$ cat src/logic/hfp_pkg.sv
// Purpose: shared constants for the host queue port block
// Assumes: byte addresses on the host bus, one aligned word each
// Notes: queue depth fixed, capacity trimmed by limit inputs
package hfp_pkg;
  localparam int DW = 32;
  localparam int DEPTH = 16;
  localparam int PTR_W = 4;
  localparam int CNT_W = 5;
  localparam int NQ = 4;
  // queue indices
  localparam int Q_RXS = 0;
  localparam int Q_RXD = 1;
  localparam int Q_TXS = 2;
  localparam int Q_TXD = 3;
  localparam logic [CNT_W-1:0] DEPTH_CNT = 5'h10;
  // data windows: eight aliases each, decoded by addr[7:5]
  localparam logic [2:0] RXD_WIN = 3'h0;
  localparam logic [2:0] TXD_WIN = 3'h1;
  localparam logic [7:0] RXD_BASE = 8'h00;
  localparam logic [7:0] TXD_BASE = 8'h20;
  // status ports and side registers
  localparam logic [7:0] RXS_POP_OFF = 8'h40;
  localparam logic [7:0] RXS_VIEW_OFF = 8'h44;
  localparam logic [7:0] TXS_POP_OFF = 8'h48;
  localparam logic [7:0] TXS_VIEW_OFF = 8'h4c;
  localparam logic [7:0] LEVEL_OFF = 8'h50;
  localparam logic [7:0] ERR_OFF = 8'h54;
  localparam logic [7:0] LATCH_OFF = 8'h58;
  localparam logic [7:0] KEEP_OFF = 8'h5c;
  localparam logic [7:0] FLUSH_OFF = 8'h60;
  // error bits, write-one-to-clear
  localparam int ERR_W = 4;
  localparam int ERR_TXD_OVR = 0;
  localparam int ERR_RXD_UNR = 1;
  localparam int ERR_RXS_UNR = 2;
  localparam int ERR_TXS_UNR = 3;
  // latch register bits
  localparam int LAT_RXD_FULL = 0;
  localparam int LAT_TXD_ROOM = 1;
  localparam int LAT_TXS_NEW = 2;
  localparam int KEEP_W = 16;
  localparam int FLUSH_RXD_BIT = 0;
  // values after reset
  localparam logic [ERR_W-1:0] ERR_RST = 4'h0;
  localparam logic [2:0] LATCH_RST = 3'h2;
  localparam logic [KEEP_W-1:0] KEEP_RST = 16'h0000;
  localparam logic [DW-1:0] RD_ZERO = 32'h0000_0000;
endpackage : hfp_pkg

$ cat src/logic/hfp_top.sv
// Purpose: host access to the rx/tx status and data queues
// Assumes: one-cycle rd/wr strobes, read data one cycle later
// Notes: in 16-bit mode the high half (addr[1]=1) completes a word
//
// Contract
// - writes to read-only locations change nothing
// - reads of write-only locations return zero
// - writing one clears bit, zero leaves it
// - clear-on-read bits clear when read
// - latched bits hold until register read
// - immune fields survive soft reset
// - reserved addresses: arbitrary reads, no host writes
// - every reset loads fixed default values; soft reset skips immune fields
// - four queues: rx status, rx data, tx status, tx data
// - rx status, rx data and tx data capacities set by configuration; tx status fixed at full depth
// - rx status pop read removes oldest
// - rx status view read keeps queue intact
// - every rx data read consumes the word; in 16-bit mode only the high-half (addr[1]=1) read does
// - rx data at eight aliases 00h-1Ch
// - all rx data aliases pop shared queue
// - tx status pop read removes oldest
// - tx status view read keeps queue intact
// - tx data at eight aliases 20h-3Ch
// - all tx data aliases push shared queue
`timescale 1ns/1ps
module hfp_top (
  input wire logic clock, // 200 MHz
  input wire logic rst, // system and power-on reset
  input wire logic soft_rst, // software reset
  input wire logic bus16_mode, // 1: 16-bit host bus
  input wire logic host_cs, // chip select
  input wire logic host_rd, // read strobe
  input wire logic host_wr, // write strobe
  input wire logic [7:0] host_addr, // byte address
  input wire logic [31:0] host_wdata, // write data
  output logic [31:0] host_rdata, // read data, registered
  output logic host_rd_ack, // read data valid
  input wire logic [4:0] rxs_limit, // rx status capacity
  input wire logic [4:0] rxd_limit, // rx data capacity
  input wire logic [4:0] txd_limit, // tx data capacity
  input wire logic rx_stat_valid, // mac rx status in
  output logic rx_stat_ready, // queue has room
  input wire logic [31:0] rx_stat_data, // rx status word
  input wire logic rx_data_valid, // mac rx data in
  output logic rx_data_ready, // queue has room
  input wire logic [31:0] rx_data_data, // rx data word
  input wire logic tx_stat_valid, // mac tx status in
  output logic tx_stat_ready, // queue has room
  input wire logic [31:0] tx_stat_data, // tx status word
  output logic tx_out_valid, // tx data to mac
  input wire logic tx_out_ready, // mac takes word
  output logic [31:0] tx_out_data // tx data word
);
  localparam int NQ = hfp_pkg::NQ;
  localparam int CW = hfp_pkg::CNT_W;

  logic any_rst;
  logic rd_go, wr_go, last_half;
  logic hit_rxd, hit_txd;
  logic [7:0] word_addr;
  logic [NQ-1:0] q_push, q_pop, q_full, q_empty, q_flush;
  logic [31:0] q_wdata [NQ];
  logic [31:0] q_head [NQ];
  logic [CW-1:0] q_cnt [NQ];
  logic [CW-1:0] q_lim [NQ];
  logic [15:0] tx_lo_reg;
  logic [hfp_pkg::ERR_W-1:0] err_reg, err_ev;
  logic [2:0] latch_reg;
  logic [hfp_pkg::KEEP_W-1:0] keep_reg;
  logic [31:0] rd_word, rd_next;
  logic [1:0] buf_cnt_reg;
  logic [31:0] buf0_reg, buf1_reg;
  logic buf_in, buf_out;

  assign any_rst = rst | soft_rst;
  assign rd_go = host_cs & host_rd;
  assign wr_go = host_cs & host_wr;
  assign last_half = ~bus16_mode | host_addr[1];
  assign word_addr = {host_addr[7:2], 2'b00};
  assign hit_rxd = host_addr[7:5] == hfp_pkg::RXD_WIN;
  assign hit_txd = host_addr[7:5] == hfp_pkg::TXD_WIN;

  // zero or oversize limit means full depth
  function automatic logic [CW-1:0] clamp(input logic [CW-1:0] l);
    clamp = (l == '0 || l > hfp_pkg::DEPTH_CNT) ? hfp_pkg::DEPTH_CNT : l;
  endfunction : clamp

  assign q_lim[hfp_pkg::Q_RXS] = clamp(rxs_limit);
  assign q_lim[hfp_pkg::Q_RXD] = clamp(rxd_limit);
  assign q_lim[hfp_pkg::Q_TXS] = hfp_pkg::DEPTH_CNT;
  assign q_lim[hfp_pkg::Q_TXD] = clamp(txd_limit);

  // mac side pushes
  assign rx_stat_ready = ~q_full[hfp_pkg::Q_RXS];
  assign rx_data_ready = ~q_full[hfp_pkg::Q_RXD];
  assign tx_stat_ready = ~q_full[hfp_pkg::Q_TXS];
  assign q_push[hfp_pkg::Q_RXS] = rx_stat_valid & rx_stat_ready;
  assign q_push[hfp_pkg::Q_RXD] = rx_data_valid & rx_data_ready;
  assign q_push[hfp_pkg::Q_TXS] = tx_stat_valid & tx_stat_ready;
  assign q_wdata[hfp_pkg::Q_RXS] = rx_stat_data;
  assign q_wdata[hfp_pkg::Q_RXD] = rx_data_data;
  assign q_wdata[hfp_pkg::Q_TXS] = tx_stat_data;

  // any tx alias pushes the one queue; 16-bit pairs low then high
  assign q_push[hfp_pkg::Q_TXD] = wr_go & hit_txd & last_half
                                  & ~q_full[hfp_pkg::Q_TXD];
  assign q_wdata[hfp_pkg::Q_TXD] = bus16_mode ?
    {host_wdata[15:0], tx_lo_reg} : host_wdata;

  always_ff @(posedge clock) begin
    if (any_rst) begin
      tx_lo_reg <= 16'h0000;
    end else if (wr_go & hit_txd & bus16_mode & ~host_addr[1]) begin
      tx_lo_reg <= host_wdata[15:0];
    end
  end

  // host pops only on reads, never on writes
  assign q_pop[hfp_pkg::Q_RXS] = rd_go & last_half
    & (word_addr == hfp_pkg::RXS_POP_OFF)
    & ~q_empty[hfp_pkg::Q_RXS];
  assign q_pop[hfp_pkg::Q_RXD] = rd_go & hit_rxd & last_half
    & ~q_empty[hfp_pkg::Q_RXD];
  assign q_pop[hfp_pkg::Q_TXS] = rd_go & last_half
    & (word_addr == hfp_pkg::TXS_POP_OFF)
    & ~q_empty[hfp_pkg::Q_TXS];
  assign buf_in = ~q_empty[hfp_pkg::Q_TXD] & (buf_cnt_reg != 2'h2);
  assign q_pop[hfp_pkg::Q_TXD] = buf_in;

  assign q_flush[hfp_pkg::Q_RXS] = 1'b0;
  assign q_flush[hfp_pkg::Q_RXD] = wr_go
    & (word_addr == hfp_pkg::FLUSH_OFF)
    & host_wdata[hfp_pkg::FLUSH_RXD_BIT];
  assign q_flush[hfp_pkg::Q_TXS] = 1'b0;
  assign q_flush[hfp_pkg::Q_TXD] = 1'b0;

  // one circular queue per channel
  for (genvar q = 0; q < NQ; q++) begin : g_q
    logic [31:0] mem [hfp_pkg::DEPTH];
    logic [hfp_pkg::PTR_W-1:0] wp_reg, rp_reg;
    logic [CW-1:0] cnt_reg;

    always_ff @(posedge clock) begin
      if (q_push[q]) begin
        mem[wp_reg] <= q_wdata[q];
      end
    end

    always_ff @(posedge clock) begin
      if (any_rst) begin
        wp_reg <= '0;
        rp_reg <= '0;
        cnt_reg <= '0;
      end else if (q_flush[q]) begin
        rp_reg <= wp_reg;
        cnt_reg <= '0;
      end else begin
        if (q_push[q]) begin
          wp_reg <= wp_reg + 1'b1;
        end
        if (q_pop[q]) begin
          rp_reg <= rp_reg + 1'b1;
        end
        cnt_reg <= cnt_reg + CW'(q_push[q]) - CW'(q_pop[q]);
      end
    end

    assign q_head[q] = mem[rp_reg];
    assign q_cnt[q] = cnt_reg;
    assign q_full[q] = cnt_reg >= q_lim[q];
    assign q_empty[q] = cnt_reg == '0;
  end

  // two-entry buffer toward the mac; stall backs up the tx queue
  assign buf_out = tx_out_valid & tx_out_ready;
  assign tx_out_valid = buf_cnt_reg != 2'h0;
  assign tx_out_data = buf0_reg;

  always_ff @(posedge clock) begin
    if (any_rst) begin
      buf_cnt_reg <= 2'h0;
      buf0_reg <= hfp_pkg::RD_ZERO;
      buf1_reg <= hfp_pkg::RD_ZERO;
    end else begin
      unique case ({buf_in, buf_out})
        2'b10: begin
          if (buf_cnt_reg == 2'h0) buf0_reg <= q_head[hfp_pkg::Q_TXD];
          else buf1_reg <= q_head[hfp_pkg::Q_TXD];
          buf_cnt_reg <= buf_cnt_reg + 2'h1;
        end
        2'b01: begin
          buf0_reg <= buf1_reg;
          buf_cnt_reg <= buf_cnt_reg - 2'h1;
        end
        2'b11: begin
          if (buf_cnt_reg == 2'h1) begin
            buf0_reg <= q_head[hfp_pkg::Q_TXD];
          end else begin
            buf0_reg <= buf1_reg;
            buf1_reg <= q_head[hfp_pkg::Q_TXD];
          end
        end
        2'b00: ;
      endcase
    end
  end

  // sticky errors; a new event beats a same-cycle clear
  assign err_ev[hfp_pkg::ERR_TXD_OVR] = wr_go & hit_txd & last_half
    & q_full[hfp_pkg::Q_TXD];
  assign err_ev[hfp_pkg::ERR_RXD_UNR] = rd_go & hit_rxd & last_half
    & q_empty[hfp_pkg::Q_RXD];
  assign err_ev[hfp_pkg::ERR_RXS_UNR] = rd_go & q_empty[hfp_pkg::Q_RXS]
    & (word_addr == hfp_pkg::RXS_POP_OFF
       || word_addr == hfp_pkg::RXS_VIEW_OFF);
  assign err_ev[hfp_pkg::ERR_TXS_UNR] = rd_go & q_empty[hfp_pkg::Q_TXS]
    & (word_addr == hfp_pkg::TXS_POP_OFF
       || word_addr == hfp_pkg::TXS_VIEW_OFF);

  always_ff @(posedge clock) begin
    if (any_rst) begin
      err_reg <= hfp_pkg::ERR_RST;
    end else if (wr_go && word_addr == hfp_pkg::ERR_OFF) begin
      err_reg <= (err_reg & ~host_wdata[hfp_pkg::ERR_W-1:0])
                 | err_ev;
    end else begin
      err_reg <= err_reg | err_ev;
    end
  end

  // latch_high_bit, latch_low_bit and a clear-on-read bit;
  // a read re-arms each latch from the live condition
  logic latch_rd;
  assign latch_rd = rd_go & last_half & (word_addr == hfp_pkg::LATCH_OFF);

  always_ff @(posedge clock) begin
    if (any_rst) begin
      latch_reg <= hfp_pkg::LATCH_RST;
    end else begin
      latch_reg[hfp_pkg::LAT_RXD_FULL] <= q_full[hfp_pkg::Q_RXD]
        | (latch_reg[hfp_pkg::LAT_RXD_FULL] & ~latch_rd);
      latch_reg[hfp_pkg::LAT_TXD_ROOM] <= ~q_full[hfp_pkg::Q_TXD]
        & (latch_reg[hfp_pkg::LAT_TXD_ROOM] | latch_rd);
      latch_reg[hfp_pkg::LAT_TXS_NEW] <= q_push[hfp_pkg::Q_TXS]
        | (latch_reg[hfp_pkg::LAT_TXS_NEW] & ~latch_rd);
    end
  end

  // soft_reset_immune field: host writes and the system reset change it, soft reset does not
  always_ff @(posedge clock) begin
    if (rst) begin
      keep_reg <= hfp_pkg::KEEP_RST;
    end else if (wr_go && word_addr == hfp_pkg::KEEP_OFF) begin
      keep_reg <= host_wdata[hfp_pkg::KEEP_W-1:0];
    end
  end

  // read mux; read-only words have no write path at all
  always_comb begin
    rd_word = hfp_pkg::RD_ZERO;
    if (hit_rxd) begin
      rd_word = q_empty[hfp_pkg::Q_RXD] ? hfp_pkg::RD_ZERO
                : q_head[hfp_pkg::Q_RXD];
    end else if (hit_txd) begin
      rd_word = hfp_pkg::RD_ZERO;
    end else begin
      unique case (word_addr)
        hfp_pkg::RXS_POP_OFF, hfp_pkg::RXS_VIEW_OFF:
          rd_word = q_empty[hfp_pkg::Q_RXS] ? hfp_pkg::RD_ZERO
                    : q_head[hfp_pkg::Q_RXS];
        hfp_pkg::TXS_POP_OFF, hfp_pkg::TXS_VIEW_OFF:
          rd_word = q_empty[hfp_pkg::Q_TXS] ? hfp_pkg::RD_ZERO
                    : q_head[hfp_pkg::Q_TXS];
        hfp_pkg::LEVEL_OFF:
          rd_word = {3'h0, q_cnt[hfp_pkg::Q_TXD], 3'h0,
                     q_cnt[hfp_pkg::Q_TXS], 3'h0,
                     q_cnt[hfp_pkg::Q_RXD], 3'h0,
                     q_cnt[hfp_pkg::Q_RXS]};
        hfp_pkg::ERR_OFF: rd_word = {28'h0, err_reg};
        hfp_pkg::LATCH_OFF: rd_word = {29'h0, latch_reg};
        hfp_pkg::KEEP_OFF: rd_word = {16'h0, keep_reg};
        default: rd_word = hfp_pkg::RD_ZERO;
      endcase
    end
    if (bus16_mode) begin
      rd_next = host_addr[1] ? {16'h0, rd_word[31:16]}
                : {16'h0, rd_word[15:0]};
    end else begin
      rd_next = rd_word;
    end
  end

  always_ff @(posedge clock) begin
    if (any_rst) begin
      host_rdata <= hfp_pkg::RD_ZERO;
      host_rd_ack <= 1'b0;
    end else begin
      host_rd_ack <= rd_go;
      if (rd_go) begin
        host_rdata <= rd_next;
      end
    end
  end
endmodule : hfp_top

$ cat config.mk
export PLATFORM = sky130hd
export DESIGN_NAME = hfp_top
export DESIGN_NICKNAME = d
export VERILOG_FILES = /design/src/logic/hfp_pkg.sv /design/src/logic/hfp_top.sv
export SDC_FILE = /design/constraint.sdc
export NUM_CORES = 2
export LEC_CHECK = 0
export BUFFER_PORTS_ARGS = -buffer_cell sky130_fd_sc_hd__buf_4
export CAP_MARGIN = 20
export CORE_MARGIN = 1
export CORE_UTILIZATION = 35
export CTS_CLUSTER_DIAMETER = 80
export DETAILED_ROUTE_END_ITERATION = 16
export GPL_TIMING_DRIVEN = 0
export PLACE_DENSITY = 0.58
export SLEW_MARGIN = 20
export SYNTH_ARGS = -nofsm -noshare
export SYNTH_HDL_FRONTEND = slang
export SYNTH_SLANG_ARGS = --single-unit
$ cat constraint.sdc
create_clock -name clock -period 7 [get_ports clock]
set_input_delay 1.4 -clock clock [delete_from_list [all_inputs] [get_ports clock]]
set_output_delay 1.4 -clock clock [all_outputs]
set_load 0.005 [all_outputs]
==> Yosys cells after proc, flatten, opt, wreduce, memory -nomap -nowiden <==
Memory sizes are Yosys's and may differ from the RTL's. A register that Yosys moved wholly into a read port is not among the register bits.
Index checks and enable logic that the tools add are counted.
{ "word_totals": {"ramBits": 2048, "mem_count": 4, "out_inout_bits": 69, "word_cells": 186, "ff_bits": 190} }
{ "classes": {"magnitude_cmp": 7, "n_reduce_logical": 27, "add_sub_neg": 18, "bitwise_logic": 53, "n_mux": 38, "eq_ne": 18} }
{ "mem_list": {"columns": ["memory", "words", "width", "read_ports", "rd_clocked_by_memory_dff", "wr", "line_no", "text"], "rows": [
  ["g_q[0].mem", 16, 32, 1, 1, 1, "hfp_top.sv:139", "logic [31:0] mem [hfp_pkg::DEPTH];"],
  ["g_q[1].mem", 16, 32, 1, 1, 1, "hfp_top.sv:139", null],
  ["g_q[2].mem", 16, 32, 1, 1, 1, "hfp_top.sv:139", null],
  ["g_q[3].mem", 16, 32, 1, 1, 1, "hfp_top.sv:139", null]
]} }
{ "op_table": {"columns": ["cell", "count"], "rows": [
  ["two-way mux 32 bit", 11],
  ["case mux 32 bit (6 select lines)", 1],
  ["case mux 32 bit (3 select lines)", 1],
  ["case mux 32 bit (2 select lines)", 1],
  ["== test 6 x 5 -> 1 bit (second input constant)", 9],
  ["two-way mux 4 bit", 11],
  ["zero test 5 bit", 7],
  ["adder 4 x 1 -> 4 bit (second input constant)", 8],
  ["AND 1 bit", 32],
  ["adder 5 x 1 -> 5 bit", 4],
  ["subtractor 5 x 1 -> 5 bit", 4],
  ["two-way mux 16 bit", 1],
  ["greater-or-equal comparator 5 bit", 3],
  ["greater-than comparator 5 bit (second input constant)", 3],
  ["two-way mux 5 bit", 3],
  ["inverter 1 bit", 12],
  ["two-way mux 1 bit", 8],
  ["inequality test 2 bit (second input constant)", 4],
  ["OR 4 bit", 2],
  ["nonzero test 2 bit", 4],
  ["OR reduction 2 bit", 3],
  ["greater-or-equal comparator 5 bit (second input constant)", 1],
  ["logical OR 1 bit", 5],
  ["OR 1 bit", 5],
  ["other kinds (14)", 18]
]} }

==> Depth between registers and ports, before layout <==
{ "depth": {"word_depth": 8, "ltp_mapped": 18, "mapped_depth_nobuf": 17} }

==> Worst setup path after synthesis <==
OpenSTA, ideal clock, no wires.
{ "synth_path": {"path_kind": "input -> register", "from": "in rxd_limit[0]", "to": "mem g_q[1].mem[0][0] (enable)", "required_ns": 6.487, "stages": 11, "setup_time_ns": 0.513, "arrival_time_ns": 6.959, "setup_slack_ns": -0.472, "cell_sequence": "or4_1 > ha_1 > nor2b_1 > ha_1 > nand2b_1 > a21o_1 > a21o_1 > a21o_1 > a21oi_1 > nand2_1 > nor4b_1"} }
{ "synth_via": {"elab_chain_cells": 8} }
{ "synth_lines": {"columns": ["element", "line_no", "text"], "rows": [
  ["start: declaration", "hfp_top.sv:39", "input wire logic [4:0] rxd_limit,"],
  ["greater-than comparator 5 bit / zero test 5 bit (equally long branches)", "hfp_top.sv:85", "clamp = (l == '0 || l > hfp_pkg::DEPTH_CNT) ? hfp_pkg::DEPTH_CNT : l;"],
  ["logical OR 1 bit", "hfp_top.sv:85", null],
  ["two-way mux 5 bit (*)", "hfp_top.sv:85", null],
  ["greater-or-equal comparator 5 bit (*)", "hfp_top.sv:170", "assign q_full[q] = cnt_reg >= q_lim[q];"],
  ["inverter 1 bit (*)", "hfp_top.sv:95", "assign rx_data_ready = ~q_full[hfp_pkg::Q_RXD];"],
  ["named net rx_data_ready", "hfp_top.sv:45", "output logic rx_data_ready,"],
  ["AND 1 bit (*)", "hfp_top.sv:98", "assign q_push[hfp_pkg::Q_RXD] = rx_data_valid & rx_data_ready;"],
  ["two-way mux 1 bit (*)", "hfp_top.sv:144", "if (q_push[q]) begin"],
  ["two-way mux 1 bit (not written as such) (*)", "hfp_top.sv:145", "mem[wp_reg] <= q_wdata[q];"],
  ["end: declaration", "hfp_top.sv:139", null]
]} }
The timed path passes the listed nets; every way through them passes the cells marked *.

==> Worst setup path in the final report <==
{ "layout_path": {"from": "in rxd_limit[0]", "to": "out rx_data_ready"} }
{ "layout_via": {"elab_chain_cells": 5} }
{ "layout_lines": {"columns": ["element", "line_no"], "rows": [
  ["greater-than comparator 5 bit / zero test 5 bit (equally long branches)", "hfp_top.sv:85"],
  ["logical OR 1 bit", "hfp_top.sv:85"],
  ["two-way mux 5 bit (*)", "hfp_top.sv:85"],
  ["greater-or-equal comparator 5 bit (*)", "hfp_top.sv:170"],
  ["inverter 1 bit (*)", "hfp_top.sv:95"],
  ["end: declaration", "hfp_top.sv:45"]
]} }
Mark *: on every way between the ends. The rest lies on a longest branch, timed or not.

==> run_results.csv <==
group,metric,value,unit
layout,regMostFlops,"g_q.mem",
pwr,p_clk_share,40.1,%
floorplan,starting_density_of_the_core,35.3,%
cts,cts-root-to-sink-buffers,3,
route,drt_first_iter_violations,5014,
setup_path,timing.setup.critical_path_class,"in2out",
synthesis,cell_area_synth,87900,um2
cts,cts.root.buffer_cell,"sky130_fd_sc_hd__clkbuf_16",
pwr,largest_vdd_supply_drop,280,uV
synthesis,synth-simple-area-share,3.37,%
route,totalWireLength,255,mm
timing,final_max_slew_viol_count,0,
grt,number_of_antenna_violations_at_the_first_check_in_global_routing,44,
floorplan,die_y,503,um
pwr,power_switching,7.43,mW
setup_path,worstSetupEndpointType,"output pin",
cts,post_cts_setup_buffers,0,
timing,hold_slack,0.453,ns
pwr,power_leakage,32.3,nW
layout,final_design_area_no_fill,103000,um2
run,number_of_maximum_capacitance_violations,0,
timing,final.setup_skew,0.0844,ns
pwr,power_per_cell_area,296,nW/um2
cts,cts.reportedPaths.clkPinSlew,0.06,ns
cts,cts_tree,"done",
min_path,path_type_of_the_worst_min_delay_path,"reg2reg",
layout,drive_above_1_share,28.2,%
synthesis,netlist.top_cell.by_area,"sky130_fd_sc_hd__edfxtp_1",
layout,flow.area_growth_from_synthesis,16.8,%
route,drt-pass1-iter-count,5,
timing,rsz0062_at_grt,"false",
synthesis,post_synth.cell_area_avg,20.1,um2
placed_design,place_hpwl,165,mm
placed_design,placement.setup.worst_slack,0.553,ns
synthesis,async_reset_ff_share,0,%
placed_design,place.port_buffers,228,
timing,max_freq,0.171,GHz
timing,setup_viol,0,
grt,pin_count_of_the_biggest_net_entering_global_routing,33,
synthesis,post_synth_num_cell_types,82,
timing,worst_slack,1.14,ns
pwr,cell_internal_pwr,23.0,mW
route,drc,0,
run_status,run_status,"completed",
cts,hold_buf_cts,0,
synthesis,synth-edff-count,2048,
cts,worstSkewPairLatency,0.90,ns
grt,via_count_of_the_first_global_routing_pass,45900,
setup_path,maximum_fanout_along_the_worst_path,3,
floorplan,floorplan.die_area,253000,um2
grt,grt_first_pass_wirelength,353,mm
synthesis,synth-compound-area-share,2.96,%
grt,globalRouteTotalUtil,20.0,%
synthesis,postSynthRegisterBits,2254,
synthesis,post_synthesis_mux_area_share,16.0,%
synthesis,synthAdderAreaFrac,1.06,%
synthesis,synthCells,4379,
floorplan,core_area,249000,um2
timing,timing.final.hold_violations,0,
placed_design,placed_area,95000,um2
timing,finalWorstPathRequiredPeriod,5.86,ns
floorplan,io_pins,231,
cts,cts_sinks,2254,
synthesis,synth.net_count,4613,
floorplan,die_width,503,um
layout,largest_register_ff_count,2048,
synthesis,seq_area_frac_synth,74.6,%
cts,cts-htree-levels,4,
synthesis,yosys.area.top_type_share,69.9,%
cts,ctsResizeCount,0,
grt,grt_residual_overflow,0,
synthesis,dominant_synthesized_flop_cell,"sky130_fd_sc_hd__edfxtp_1",
route,routedWlPerCell,30.1,um
synthesis,synth.top_cells.by_area,"sky130_fd_sc_hd__edfxtp_1, sky130_fd_sc_hd__mux4_2, sky130_fd_sc_hd__dfxtp_1",
setup_path,reg2reg_setup_slack,2.54,ns
timing,max-slew-margin-rel,17.8,%
pwr,power,30.4,mW
timing,layout_worst_path_cycle_share,83.7,%
route,num_vias,45900,
synthesis,post_synth_xor_area_fraction,0.329,%
pwr,share_comb_of_total_power,10.4,%
cts,numCtsBuffers,232,
floorplan,fp-row-count,183,
route,post_dr_vias_cell,5.43,
layout,finalNetCount,5151,
setup_path,worst_ep_arrival_time,4.46,ns
setup_path,cp_data_required_time,5.60,ns
pwr,sw_frac_of_total,24.4,%
synthesis,synth.yosys.warnings,0,
pwr,seq_pwr_share,49.5,%
timing,tightestPinTransition,1.23,ns
synthesis,dominant_combinational_cell_family_by_area_after_synthesis,"multiplexers",
route,detail-route-antenna-nets,0,
setup_path,startpoint_type_of_the_worst_setup_path,"input port",
placed_design,place_congestion,0.890,
-- metrics by stage --
step | TNS [ns] | cells | utilization, %
3_5_place_dp | 0 | 8013 | 38.1
5_1_grt | 0 | 8461 | 41.2
4_1_cts | 0 | 8450 | 41.2
2_1_floorplan | -60.42 | 4379 | -
6_report | 0 | 8468 | 41.2
3_3_place_gp | -1300.03 | 7937 | 37.7
-- power groups by stage --
stage	sequential [mW]	combinational [mW]	clock [mW]
after detailed placement	15.3	3.15	0
after global placement	15.3	3.07	0
final	15.1	3.15	12.2
after CTS	15.1	3.17	12.4
after floorplan	15.3	1.94	0
after global routing	15.1	3.43	12.9
-- worst max-delay path: stages --
cell,delay (ns)
sky130_fd_sc_hd__buf_4,0.15
sky130_fd_sc_hd__or4_1,0.53
sky130_fd_sc_hd__ha_1,0.31
sky130_fd_sc_hd__nor2b_1,0.13
sky130_fd_sc_hd__ha_1,0.23
sky130_fd_sc_hd__nand2b_1,0.14
sky130_fd_sc_hd__a21o_1,0.17
sky130_fd_sc_hd__a21o_1,0.16
sky130_fd_sc_hd__a21o_1,0.16
sky130_fd_sc_hd__a21oi_1,0.83
sky130_fd_sc_hd__buf_4,0.25
-- layer usage --
layer  wire (um)  track usage (%)
met1      100000             25.5
met2      122000             32.1
met3       19200             4.33
met4       13400             10.3
met5         241                0
-- path summary, 6_finish.rpt --
kind,end,depth (start not counted),from
worst max-delay path,rx_data_ready,11,rxd_limit[0]
worst min-delay path,buf1_reg[26],2,buf1_reg[26]
worst max register to register,g_q[1].mem[2][28],14,g_q[1].cnt_reg[0]
worst min register to register,buf1_reg[26],2,buf1_reg[26]
-- logic make-up after synthesis --
group	count (synthesis)
buf+inv	288
xor+xnor	33
simple gates	616
compound gates	397
fa+ha+maj	72
mux	719
flops	2254
-- layout by cell type, fill, tap and decap left out, types with 26 or more instances in the layout --
cell                        synthesis  final
sky130_fd_sc_hd__clkbuf_16          0    234
sky130_fd_sc_hd__mux2i_1          134    134
sky130_fd_sc_hd__a21oi_1          121    121
sky130_fd_sc_hd__dfxtp_1          206    206
sky130_fd_sc_hd__mux2_2            39     39
sky130_fd_sc_hd__a221oi_1          42     42
sky130_fd_sc_hd__buf_4             38    287
sky130_fd_sc_hd__buf_2             62     85
sky130_fd_sc_hd__edfxtp_1        2048   2048
sky130_fd_sc_hd__mux4_2           546    546
sky130_fd_sc_hd__a22oi_1           31     31
sky130_fd_sc_hd__ha_1              68     68
sky130_fd_sc_hd__inv_1             56     56
sky130_fd_sc_hd__clkbuf_1          93    124
sky130_fd_sc_hd__nand2_1          241    241
sky130_fd_sc_hd__nand3_1           36     36
sky130_fd_sc_hd__and3_4             0     26
sky130_fd_sc_hd__o21ai_0           71     71
sky130_fd_sc_hd__clkinv_1           0     52
sky130_fd_sc_hd__nor2_1           133    131
sky130_fd_sc_hd__clkinv_2           0     53
-- cell type report --
class	count	area [um2]
Timing Repair Buffer	304	2640
Antenna cell	18	45.0
Sequential cell	2254	65600
Tap cell	3330	4170
Buffer	229	1220
Clock buffer	285	6200
Inverter	59	221
Fill cell	22000	146000
Multi-Input combinational cell	1837	21100
Clock inverter	152	1400
-- synthesized netlist by cell type (42+ instances only) --
cell type,number
sky130_fd_sc_hd__a21oi_1,121
sky130_fd_sc_hd__a221oi_1,42
sky130_fd_sc_hd__buf_2,62
sky130_fd_sc_hd__clkbuf_1,93
sky130_fd_sc_hd__dfxtp_1,206
sky130_fd_sc_hd__edfxtp_1,2048
sky130_fd_sc_hd__ha_1,68
sky130_fd_sc_hd__inv_1,56
sky130_fd_sc_hd__mux2i_1,134
sky130_fd_sc_hd__mux4_2,546
sky130_fd_sc_hd__nand2_1,241
sky130_fd_sc_hd__nor2_1,133
sky130_fd_sc_hd__o21ai_0,71
Power figures use the tool's default switching activity.
